==> src/hdl/msi_pkg.sv <==
// shared constants, types and register layout for the midi setup interpreter
`default_nettype none
package msi_pkg;
  // register port geometry
  localparam int ADDR_W = 8;
  localparam int DATA_W = 32;
  localparam logic [7:0] REG_SYSTEM = 8'h00;
  localparam logic [7:0] REG_MIDI1 = 8'h04;
  localparam logic [7:0] REG_MIDI2 = 8'h08;
  localparam logic [7:0] REG_STATUS = 8'h0C;
  localparam logic [7:0] REG_BULK_CNT = 8'h10;
  // system register fields
  localparam int SYS_TRANSPOSE_LSB = 0;
  localparam int SYS_TUNE_LSB = 8;
  localparam int SYS_CTRL_RESET_BIT = 16;
  localparam int SYS_LOCAL_BIT = 17;
  // midi1 register fields
  localparam int M1_TX_LSB = 0;
  localparam int M1_RX_LSB = 4;
  localparam int M1_OMNI_BIT = 8;
  localparam int M1_DEV_LSB = 12;
  localparam int M1_DEVMODE_LSB = 16;
  // midi2 register fields
  localparam int M2_VOL_LSB = 0;
  localparam int M2_PCHG_LSB = 8;
  localparam int M2_PROT_BIT = 12;
  // status register fields
  localparam int ST_MODE_LSB = 0;
  localparam int ST_CARD_BIT = 2;
  localparam int ST_BANK_LSB = 3;
  localparam int ST_PROG_LSB = 8;
  localparam int ST_VOL_LSB = 16;
  // value limits and fixed numbers of the protocol
  localparam logic [6:0] OFFSET_MAX = 7'h3F;
  localparam logic [6:0] OFFSET_MIN = 7'h41;
  localparam logic [6:0] OFFSET_BAD = 7'h40;
  localparam logic [6:0] VOL_CTRL_MAX = 7'h79;
  localparam logic [6:0] PROG_NORM_MAX = 7'h3F;
  localparam logic [6:0] BANK_CC_MSB = 7'h00;
  localparam logic [6:0] BANK_CC_LSB = 7'h20;
  localparam logic [6:0] BANK_MSB_DIRECT = 7'h00;
  localparam logic [6:0] NOTE_MAX = 7'h7F;
  localparam logic signed [14:0] CENTS_X100_PER_STEP = 15'sh0075;
  // reset values
  localparam logic [6:0] VOL_CTRL_RST = 7'h07;
  localparam logic [6:0] VOLUME_RST = 7'h7F;
  localparam logic [3:0] CHAN_RST = 4'h0;

  typedef enum logic [2:0] {KIND_NOTE_OFF, KIND_NOTE_ON, KIND_CTRL, KIND_PROG, KIND_OTHER}
    msi_kind_e;
  typedef enum logic [1:0] {PCHG_OFF, PCHG_NORM, PCHG_DIRECT, PCHG_TABLE} msi_pchg_mode_e;
  typedef enum logic [1:0] {DEV_OFF, DEV_NUM, DEV_ALL} msi_dev_mode_e;
  typedef enum logic [1:0] {OP_VOICE, OP_PERF, OP_MULTI_VOICE, OP_MULTI_PERF} msi_opmode_e;

  // one channel message; chan 0 stands for midi channel 1
  typedef struct packed {
    msi_kind_e kind;
    logic [3:0] chan;
    logic [6:0] d1;
    logic [6:0] d2;
  } msi_msg_s;

  // current voice or performance selection
  typedef struct packed {
    msi_opmode_e mode;
    logic card;
    logic [1:0] bank;
    logic [5:0] prog;
  } msi_sel_s;
endpackage
`default_nettype wire

==> src/hdl/msi_interp.sv <==
// midi setup interpreter: setup registers, message routing, program and bank decoding
//
// The register addresses and strobed register access were decided locally.
`default_nettype none
module msi_interp
  import msi_pkg::*;
#(
  parameter int CNT_W = 16
) (
  input wire logic i_clk_sys,
  input wire logic i_resetn,
  input wire logic [ADDR_W-1:0] i_reg_addr,
  input wire logic [DATA_W-1:0] i_reg_wdata,
  input wire logic i_reg_wr,
  input wire logic i_reg_rd,
  output logic [DATA_W-1:0] o_reg_rdata,
  input wire logic i_kbd_valid,
  input wire msi_msg_s i_kbd_msg,
  input wire logic i_rx_valid,
  input wire msi_msg_s i_rx_msg,
  input wire logic i_panel_valid,
  input wire msi_sel_s i_panel_sel,
  input wire logic [6:0] i_panel_tbl_prog,
  input wire logic i_sx_valid,
  input wire logic [3:0] i_sx_dev,
  input wire logic i_sx_bulk,
  output logic o_tg_kbd_valid,
  output msi_msg_s o_tg_kbd_msg,
  output logic o_tg_rx_valid,
  output msi_msg_s o_tg_rx_msg,
  output logic o_tx_valid,
  output msi_msg_s o_tx_msg,
  output logic o_sel_valid,
  output msi_sel_s o_sel,
  output logic o_ctrl_reset,
  output logic [6:0] o_volume,
  output logic signed [14:0] o_fine_cents_x100,
  output logic o_sx_accept,
  output logic o_bulk_accept,
  output logic o_bulk_reject,
  output logic o_sx_tx_enable,
  output logic [3:0] o_sx_tx_dev
);

  // setup state
  logic [6:0] transpose;
  logic [6:0] tune;
  logic ctrl_reset_on_change;
  logic local_on;
  logic [3:0] tx_chan;
  logic [3:0] rx_chan;
  logic omni;
  logic [3:0] sysex_device_number;
  msi_dev_mode_e dev_mode;
  logic [6:0] volume_controller_number;
  msi_pchg_mode_e program_change_mode;
  logic bulk_prot;
  logic [6:0] bank_msb;
  logic pend_valid;
  logic [6:0] pend_prog;
  logic [CNT_W-1:0] bulk_rej_cnt;

  // clamp a written offset: the code for -64 is outside the range and becomes -63
  function automatic logic [6:0] clamp_offset(input logic [6:0] v);
    clamp_offset = (v == OFFSET_BAD) ? OFFSET_MIN : v;
  endfunction

  // add the signed shift and pin the result inside the note range
  function automatic logic [6:0] shift_note(input logic [6:0] n, input logic [6:0] s);
    logic signed [8:0] sum;
    sum = $signed({2'b00, n}) + $signed({{2{s[6]}}, s});
    if (sum < 0) begin
      shift_note = 7'h00;
    end else if (sum > $signed({2'b00, NOTE_MAX})) begin
      shift_note = NOTE_MAX;
    end else begin
      shift_note = sum[6:0];
    end
  endfunction

  // transpose only note messages, everything else passes through
  function automatic msi_msg_s apply_shift(input msi_msg_s m, input logic [6:0] s);
    apply_shift = m;
    if (m.kind == KIND_NOTE_ON || m.kind == KIND_NOTE_OFF) begin
      apply_shift.d1 = shift_note(m.d1, s);
    end
  endfunction

  // bank lsb to mode and memory; bit 5 of the result says the code is listed
  function automatic logic [5:0] bank_decode(input logic [6:0] lsb);
    logic ok;
    logic card;
    logic [1:0] bank;
    logic [1:0] mode;
    ok = 1'b0;
    card = 1'b0;
    bank = 2'b00;
    mode = OP_VOICE;
    unique case (lsb[6:4])
      3'h0, 3'h2: begin
        mode = (lsb[6:4] == 3'h2) ? OP_MULTI_VOICE : OP_VOICE;
        unique case (lsb[3:0])
          4'h0: begin ok = 1'b1; bank = 2'h0; end
          4'h3: begin ok = 1'b1; bank = 2'h1; end
          4'h6: begin ok = 1'b1; bank = 2'h2; end
          4'h9: begin ok = 1'b1; bank = 2'h3; end
          4'h1: begin ok = 1'b1; card = 1'b1; bank = 2'h0; end
          4'h4: begin ok = 1'b1; card = 1'b1; bank = 2'h1; end
          4'h7: begin ok = 1'b1; card = 1'b1; bank = 2'h2; end
          4'hA: begin ok = 1'b1; card = 1'b1; bank = 2'h3; end
          default: ok = 1'b0;
        endcase
      end
      3'h4, 3'h5: begin
        mode = (lsb[6:4] == 3'h5) ? OP_MULTI_PERF : OP_PERF;
        unique case (lsb[3:0])
          4'h0: begin ok = 1'b1; bank = 2'h0; end
          4'h3: begin ok = 1'b1; bank = 2'h1; end
          4'h1: begin ok = 1'b1; card = 1'b1; bank = 2'h0; end
          4'h4: begin ok = 1'b1; card = 1'b1; bank = 2'h1; end
          default: ok = 1'b0;
        endcase
      end
      default: ok = 1'b0;
    endcase
    bank_decode = {ok, mode, card, bank};
  endfunction

  // register write decode
  wire wr_sys = i_reg_wr && (i_reg_addr == REG_SYSTEM);
  wire wr_m1 = i_reg_wr && (i_reg_addr == REG_MIDI1);
  wire wr_m2 = i_reg_wr && (i_reg_addr == REG_MIDI2);
  wire [6:0] wr_vol = i_reg_wdata[M2_VOL_LSB +: 7];
  wire [1:0] wr_devmode = i_reg_wdata[M1_DEVMODE_LSB +: 2];

  // receive filtering; a bank or program code outside the tables is dropped
  wire rx_chan_ok = omni || (i_rx_msg.chan == rx_chan);
  wire rx_take = i_rx_valid && rx_chan_ok;
  wire rx_ctrl = rx_take && (i_rx_msg.kind == KIND_CTRL);
  wire rx_vol = rx_ctrl && (i_rx_msg.d1 == volume_controller_number);
  wire rx_bank_msb = rx_ctrl && (i_rx_msg.d1 == BANK_CC_MSB);
  wire bank_sel_on = (program_change_mode == PCHG_DIRECT)
    || (program_change_mode == PCHG_TABLE);
  wire [5:0] bank_dec = bank_decode(i_rx_msg.d2);
  wire rx_bank_lsb = rx_ctrl && (i_rx_msg.d1 == BANK_CC_LSB) && bank_sel_on
    && (bank_msb == BANK_MSB_DIRECT) && bank_dec[5];
  wire rx_prog = rx_take && (i_rx_msg.kind == KIND_PROG)
    && (program_change_mode != PCHG_OFF) && (i_rx_msg.d1 <= PROG_NORM_MAX);

  // next selection: panel first, then received bank and program within one cycle
  msi_sel_s next_sel;
  always_comb begin
    next_sel = o_sel;
    if (i_panel_valid) begin
      next_sel = i_panel_sel;
    end
    if (rx_bank_lsb) begin
      next_sel.mode = msi_opmode_e'(bank_dec[4:3]);
      next_sel.card = bank_dec[2];
      next_sel.bank = bank_dec[1:0];
    end
    if (rx_prog) begin
      next_sel.prog = i_rx_msg.d1[5:0];
    end
  end
  wire sel_event = i_panel_valid || rx_bank_lsb || rx_prog;

  // outgoing program change: table value in table mode, else the panel number
  wire [6:0] panel_prog = (program_change_mode == PCHG_TABLE) ? i_panel_tbl_prog
    : {1'b0, i_panel_sel.prog};
  // keyboard owns the output slot; a program change waits in a single holder until a slot without a keyboard message
  wire tx_prog_go = !i_kbd_valid && (pend_valid || i_panel_valid);
  // a fresh panel change beats a waiting one, so the newest program always goes out
  wire [6:0] tx_prog_val = i_panel_valid ? panel_prog : pend_prog;
  msi_msg_s next_tx;
  always_comb begin
    next_tx = o_tx_msg;
    if (i_kbd_valid) begin
      next_tx = apply_shift(i_kbd_msg, transpose);
      next_tx.chan = tx_chan;
    end else if (tx_prog_go) begin
      next_tx.kind = KIND_PROG;
      next_tx.chan = tx_chan;
      next_tx.d1 = tx_prog_val;
      next_tx.d2 = 7'h00;
    end
  end

  // sysex device match
  wire sx_match = (dev_mode == DEV_ALL)
    || ((dev_mode == DEV_NUM) && (i_sx_dev == sysex_device_number));

  // register read mux, unmapped addresses read zero
  wire [DATA_W-1:0] rd_sys = {14'h0000, local_on, ctrl_reset_on_change, 1'b0, tune,
    1'b0, transpose};
  wire [DATA_W-1:0] rd_m1 = {14'h0000, dev_mode, sysex_device_number, 3'h0, omni,
    rx_chan, tx_chan};
  wire [DATA_W-1:0] rd_m2 = {19'h00000, bulk_prot, 2'h0, program_change_mode, 1'b0,
    volume_controller_number};
  wire [DATA_W-1:0] rd_st = {9'h000, o_volume, 2'h0, o_sel.prog, 3'h0, o_sel.bank,
    o_sel.card, o_sel.mode};
  wire [DATA_W-1:0] rd_cnt = DATA_W'(bulk_rej_cnt);
  wire [DATA_W-1:0] rd_mux = (i_reg_addr == REG_SYSTEM) ? rd_sys
    : (i_reg_addr == REG_MIDI1) ? rd_m1
    : (i_reg_addr == REG_MIDI2) ? rd_m2
    : (i_reg_addr == REG_STATUS) ? rd_st
    : (i_reg_addr == REG_BULK_CNT) ? rd_cnt : '0;

  // setup registers written by software
  always_ff @(posedge i_clk_sys or negedge i_resetn) begin
    if (!i_resetn) begin
      transpose <= 7'h00;
      tune <= 7'h00;
      ctrl_reset_on_change <= 1'b0;
      local_on <= 1'b1;
      tx_chan <= CHAN_RST;
      rx_chan <= CHAN_RST;
      omni <= 1'b0;
      sysex_device_number <= CHAN_RST;
      dev_mode <= DEV_NUM;
      volume_controller_number <= VOL_CTRL_RST;
      program_change_mode <= PCHG_NORM;
      bulk_prot <= 1'b0;
    end else begin
      if (wr_sys) begin
        transpose <= clamp_offset(i_reg_wdata[SYS_TRANSPOSE_LSB +: 7]);
        tune <= clamp_offset(i_reg_wdata[SYS_TUNE_LSB +: 7]);
        ctrl_reset_on_change <= i_reg_wdata[SYS_CTRL_RESET_BIT];
        local_on <= i_reg_wdata[SYS_LOCAL_BIT];
      end
      if (wr_m1) begin
        tx_chan <= i_reg_wdata[M1_TX_LSB +: 4];
        rx_chan <= i_reg_wdata[M1_RX_LSB +: 4];
        omni <= i_reg_wdata[M1_OMNI_BIT];
        sysex_device_number <= i_reg_wdata[M1_DEV_LSB +: 4];
        dev_mode <= (wr_devmode > 2'(DEV_ALL)) ? DEV_OFF : msi_dev_mode_e'(wr_devmode);
      end
      if (wr_m2) begin
        volume_controller_number <= (wr_vol > VOL_CTRL_MAX) ? VOL_CTRL_MAX : wr_vol;
        program_change_mode <= msi_pchg_mode_e'(i_reg_wdata[M2_PCHG_LSB +: 2]);
        bulk_prot <= i_reg_wdata[M2_PROT_BIT];
      end
    end
  end

  // read data stands only in the cycle after the read strobe
  always_ff @(posedge i_clk_sys or negedge i_resetn) begin
    if (!i_resetn) begin
      o_reg_rdata <= '0;
    end else begin
      o_reg_rdata <= i_reg_rd ? rd_mux : '0;
    end
  end

  // received message handling: tone generator, volume, bank and selection
  always_ff @(posedge i_clk_sys or negedge i_resetn) begin
    if (!i_resetn) begin
      o_tg_rx_valid <= 1'b0;
      o_tg_rx_msg <= '0;
      o_volume <= VOLUME_RST;
      bank_msb <= BANK_MSB_DIRECT;
      o_sel <= '0;
      o_sel_valid <= 1'b0;
      o_ctrl_reset <= 1'b0;
    end else begin
      o_tg_rx_valid <= rx_take;
      o_tg_rx_msg <= rx_take ? apply_shift(i_rx_msg, transpose) : o_tg_rx_msg;
      if (rx_vol) begin
        o_volume <= i_rx_msg.d2;
      end
      if (rx_bank_msb) begin
        bank_msb <= i_rx_msg.d2;
      end
      o_sel <= next_sel;
      o_sel_valid <= sel_event;
      o_ctrl_reset <= sel_event && ctrl_reset_on_change;
    end
  end

  // keyboard path: tone generator only with local on, midi out always
  always_ff @(posedge i_clk_sys or negedge i_resetn) begin
    if (!i_resetn) begin
      o_tg_kbd_valid <= 1'b0;
      o_tg_kbd_msg <= '0;
      o_tx_valid <= 1'b0;
      o_tx_msg <= '0;
      pend_valid <= 1'b0;
      pend_prog <= 7'h00;
    end else begin
      o_tg_kbd_valid <= i_kbd_valid && local_on;
      o_tg_kbd_msg <= i_kbd_valid ? apply_shift(i_kbd_msg, transpose) : o_tg_kbd_msg;
      o_tx_valid <= i_kbd_valid || tx_prog_go;
      o_tx_msg <= next_tx;
      // a new panel change while one waits replaces it: only the latest matters
      pend_valid <= i_kbd_valid && (pend_valid || i_panel_valid);
      pend_prog <= i_panel_valid ? panel_prog : pend_prog;
    end
  end

  // sysex acceptance, bulk protection and fine tune output
  always_ff @(posedge i_clk_sys or negedge i_resetn) begin
    if (!i_resetn) begin
      o_sx_accept <= 1'b0;
      o_bulk_accept <= 1'b0;
      o_bulk_reject <= 1'b0;
      bulk_rej_cnt <= '0;
      o_sx_tx_enable <= 1'b0;
      o_sx_tx_dev <= CHAN_RST;
      o_fine_cents_x100 <= '0;
    end else begin
      o_sx_accept <= i_sx_valid && sx_match && !i_sx_bulk;
      o_bulk_accept <= i_sx_valid && sx_match && i_sx_bulk && !bulk_prot;
      o_bulk_reject <= i_sx_valid && i_sx_bulk && bulk_prot;
      if (i_sx_valid && i_sx_bulk && bulk_prot) begin
        bulk_rej_cnt <= bulk_rej_cnt + CNT_W'(1);
      end
      o_sx_tx_enable <= (dev_mode != DEV_OFF);
      o_sx_tx_dev <= sysex_device_number;
      o_fine_cents_x100 <= $signed({{8{tune[6]}}, tune}) * CENTS_X100_PER_STEP;
    end
  end
endmodule
`default_nettype wire

==> config.mk <==
export PLATFORM = sky130hd
export DESIGN_NAME = msi_interp
export DESIGN_NICKNAME = d
export VERILOG_FILES = /design/src/hdl/msi_pkg.sv /design/src/hdl/msi_interp.sv
export SDC_FILE = /design/constraint.sdc
export NUM_CORES = 1
export LEC_CHECK = 0
export ABC_AREA = 0
export BUFFER_PORTS_ARGS = -buffer_cell sky130_fd_sc_hd__buf_2
export CAP_MARGIN = 20
export CORE_MARGIN = 2
export CORE_UTILIZATION = 49
export DETAILED_ROUTE_END_ITERATION = 6
export PLACE_DENSITY = 0.77
export SLEW_MARGIN = 20
export SYNTH_ARGS = -nofsm -noshare
export SYNTH_HDL_FRONTEND = slang
export SYNTH_SLANG_ARGS = --single-unit
==> constraint.sdc <==
create_clock -name i_clk_sys -period 3.4 [get_ports i_clk_sys]
set_input_delay 0.34 -clock i_clk_sys [delete_from_list [all_inputs] [get_ports i_clk_sys]]
set_output_delay 0.34 -clock i_clk_sys [all_outputs]
set_load 0.05 [all_outputs]
==> impl_metrics.toml <==
[status]
status = "finished with violations"
failed_checks = "negative setup slack"

[synth]
post-synth-top-area-fraction_pct = 45.07
synth_top_cell_by_area = "dfrtp_1"
syn_inst = 991
synth_edf_count = 0
synth-seq-cells = 204
synth_area_leaders = "dfrtp_1, mux2_2, ha_1, nand2_1, dfstp_2"
ys_types = 76
synth_seq_area_share_pct = 48.29
ys_warn_count = 0
postSynthAreaPerCell_um2 = 10.70
synth_area_um2 = 10610
ys.flop_type = "dfrtp_1"
ys_async_sr_fraction_pct = 100.0

[detailed_routing]
dr.pass1.iters = 4
vias = 8574
routed_via_density = 5.575
drc = 0
wl_um = 28930
drtIter0Drc = 562
ant_nets = 0
wl_per_cell_um = 18.81

[critical_path]
path_buf_inv = 3
rr_startpoint = "tune[3]$_DFFE_PN0P_"
path_cells = "inv_1 > fa_1 > inv_2 > ha_4 > fa_1 > fa_1 > ha_4 > buf_4 > a21oi_2 > a21boi_2 > nor3_1 > nor2_1 > o41ai_2 > xnor2_1"
crit_required_ps = 3820
crit_family = "adder cells"
crit_type = "register to register"
r2r_cells = 14
rr_endpoint = "o_fine_cents_x100[13]$_DFF_PN0_"
start_kind = "register"
critPathSlowestCell = "fa_1"
reg2reg_slack_ps = -270
slowest_delay_ps = 560
cp-end-kind = "register"
path_max_fanout = 3
path_common_cell = "fa_1"
crit_arrival_ps = 4090

[layout]
instances_no_fill = 1538
final_net_count = 1427
syn_to_final_growth_pct = 23.64
design_area_um2 = 13110
drive_above_1_share_pct = 33.62

[global_routing]
grt_usage_pct = 24.84
grt.overflow.total = 0
grt_max_degree = 105
antenna_found_initial = 5
grt_pass1_vias = 8544
grt_pass1_wl_um = 44220

[cts]
clkTransAtPathRegs_ps = 60
tritoncts = "done"
cts.sinks = 204
clockBufferDepth = 3
htree_num_levels = 1
numCtsBuffers = 23
insertion_delay_ps = 510
cts_root_buf = "clkbuf_16"

[run]
cap_violations = 0

[placed_design]
gp_congestion = 0.8526
place_area_um2 = 12200
placed_cells = 1488
io_buffers = 230
detailedPlace.worstSlack_ps = -364.4
dpl.hpwl_um = 21310

[sta]
setup_violations = 4
worstMarginPinSlew_ps = 869.6
fmaxAchievable_mhz = 272.3
final_hold_viol_count = 0
fin_setup_tns_ps = -735.2
timing.slew.headroom_pct = 42.03
rsz0062_at_grt = "yes"
fin_crit_sh_pct = 108.0
clock_skew_ps = 16.90
slew_viol_final = 0
setup_ws_ps = -272.5
min_period_ps = 3672

[die]
core_area_um2 = 21150
die_y_um = 151.1
die_area_um2 = 22840
num_rows = 53
die_w_um = 151.1
start_util_pct = 50.13
ios = 254

[pwr]
ir_worst_vdd_mv = 0.4801
power.leakage_nw = 6.593
p_per_area_nw_per_um2 = 531.0
power_mw = 6.963

[worst_hold_path]
hold_class = "primary input to register"
hold_start = "i_kbd_msg[16]"
whs_path_depth = 2
worstHoldEndpoint = "o_tg_kbd_msg[16]$_DFFE_PN0P_"
==> per-stage QoR <==
| step | hold WS (ps) | utilization (%) |
|---|---|---|
| 2_1_floorplan | 44.41 | - |
| 3_3_place_gp | 420.2 | 57.68 |
| 3_5_place_dp | 436.3 | 57.68 |
| 4_1_cts | 61.31 | 61.57 |
| 5_1_grt | 63.85 | 61.99 |
| 6_report | 72.38 | 61.99 |
==> layer usage <==
metal / global-route usage [%] / routed length, um / up-vias
met5: 0 / 23 / -
met4: 9.206 / 1000 / 4
met3: 4.398 / 1936 / 75
met2: 41.27 / 14060 / 305
met1: 32.73 / 11900 / 4196
li1: - / - / 3994
==> how the worst max path moves through the flow <==
stage | start | to | slack (ps) | cells after the start
floorplan | tune[1]$_DFFE_PN0P_ | o_fine_cents_x100[14]$_DFF_PN0_ | -230 | 12
global placement | tune[1]$_DFFE_PN0P_ | o_fine_cents_x100[14]$_DFF_PN0_ | -290 | 12
detailed placement | tune[1]$_DFFE_PN0P_ | o_fine_cents_x100[14]$_DFF_PN0_ | -360 | 12
CTS | tune[1]$_DFFE_PN0P_ | o_fine_cents_x100[13]$_DFF_PN0_ | -310 | 14
global route | tune[3]$_DFFE_PN0P_ | o_fine_cents_x100[14]$_DFF_PN0_ | -380 | 12
finish | tune[3]$_DFFE_PN0P_ | o_fine_cents_x100[13]$_DFF_PN0_ | -270 | 14
==> cells by family (layout without fill, tap and decap cells) <==
| logic type | count (synthesis) | count (layout) | synth area share (%) |
|---|---|---|---|
| compound gates | 205 | 205 | 12.52 |
| xor+xnor | 48 | 48 | 3.964 |
| fa+ha+maj | 66 | 66 | 8.778 |
| buf+inv | 96 | 358 | 3.752 |
| flops | 204 | 204 | 48.29 |
| mux | 88 | 88 | 9.120 |
| other cells | 1 | 11 | 0.03536 |
| simple gates | 283 | 283 | 13.54 |
==> layout by cell type (no fill, tap or decap), drive strengths merged, types with 7 or more instances in the layout <==
cell    count
nor4       11
conb        9
dfrtp     191
o211ai      7
xnor2      25
and2       16
nor2       68
buf       267
dfstp      13
nand3      12
o21ai      52
mux2       66
xor2       23
mux2i      22
inv        50
clkbuf     33
fa         14
a22o        9
nor2b      19
a211oi     15
nor3       16
nand2b     11
a21oi      59
nand2      98
ha         52
==> flip-flops by register name, summed over array words and instances, names as in the netlist, 7 cells and up <==
| signal | cells |
|---|---|
| transpose | 7 |
| o_fine_cents_x100 | 15 |
| o_tx_msg | 21 |
| o_tg_rx_msg | 21 |
| bank_msb | 7 |
| volume_controller_number | 7 |
| o_volume | 7 |
| o_tg_kbd_msg | 21 |
| pend_prog | 7 |
| tune | 7 |
| o_sel | 11 |
| o_reg_rdata | 23 |
| bulk_rej_cnt | 16 |
==> power breakdown <==
part,leakage (nW),switching (mW),internal [mW],total (mW)
clock network,0.354,0.945,1.36,2.31
registers,2.59,0.151,2.67,2.82
logic,3.64,1.31,0.527,1.84
==> synth_stat cells, types with 4 or more instances <==
cell type and instances:
dfrtp_1 191, nand2_1 96, nor2_1 68, mux2_2 65, a21oi_1 59, ha_1 52
o21ai_0 51, inv_1 49, clkbuf_1 29, xnor2_1 25, xor2_1 23, mux2i_1 22
nor2b_1 18, a211oi_1 15, and2_1 14, fa_1 14, dfstp_2 13, nor3_1 13
nand2b_1 11, nand3_1 11, nor4_1 10, a22o_1 9, buf_4 9, o211ai_1 7
nand4_1 6, o31ai_1 6, buf_1 5, o22a_1 5, or2_2 5, a21boi_0 4
a21o_1 4, a22oi_1 4, nor3b_1 4, o21a_1 4, o22ai_1 4
==> final cells by class <==
| cell class | count | area (um^2) |
|---|---|---|
| diodes | 2 | 5.005 |
| multi-input cells | 699 | 5270 |
| repair buffers | 270 | 1481 |
| fillers | 1741 | 8041 |
| clock buffers | 32 | 669.4 |
| clock inverters | 6 | 33.78 |
| well taps | 275 | 344.1 |
| flip-flops and latches | 204 | 5121 |
| inverters | 50 | 187.7 |
==> repair_timing <==
action	CTS	global route
pin swaps	14	18
setup endpoints to repair	5	4
setup buffers	5	3
cloned	0	0
hold buffers	2	0
hold endpoints to repair	72	0
resized for setup	9	9
Power figures use the tool's default switching activity.
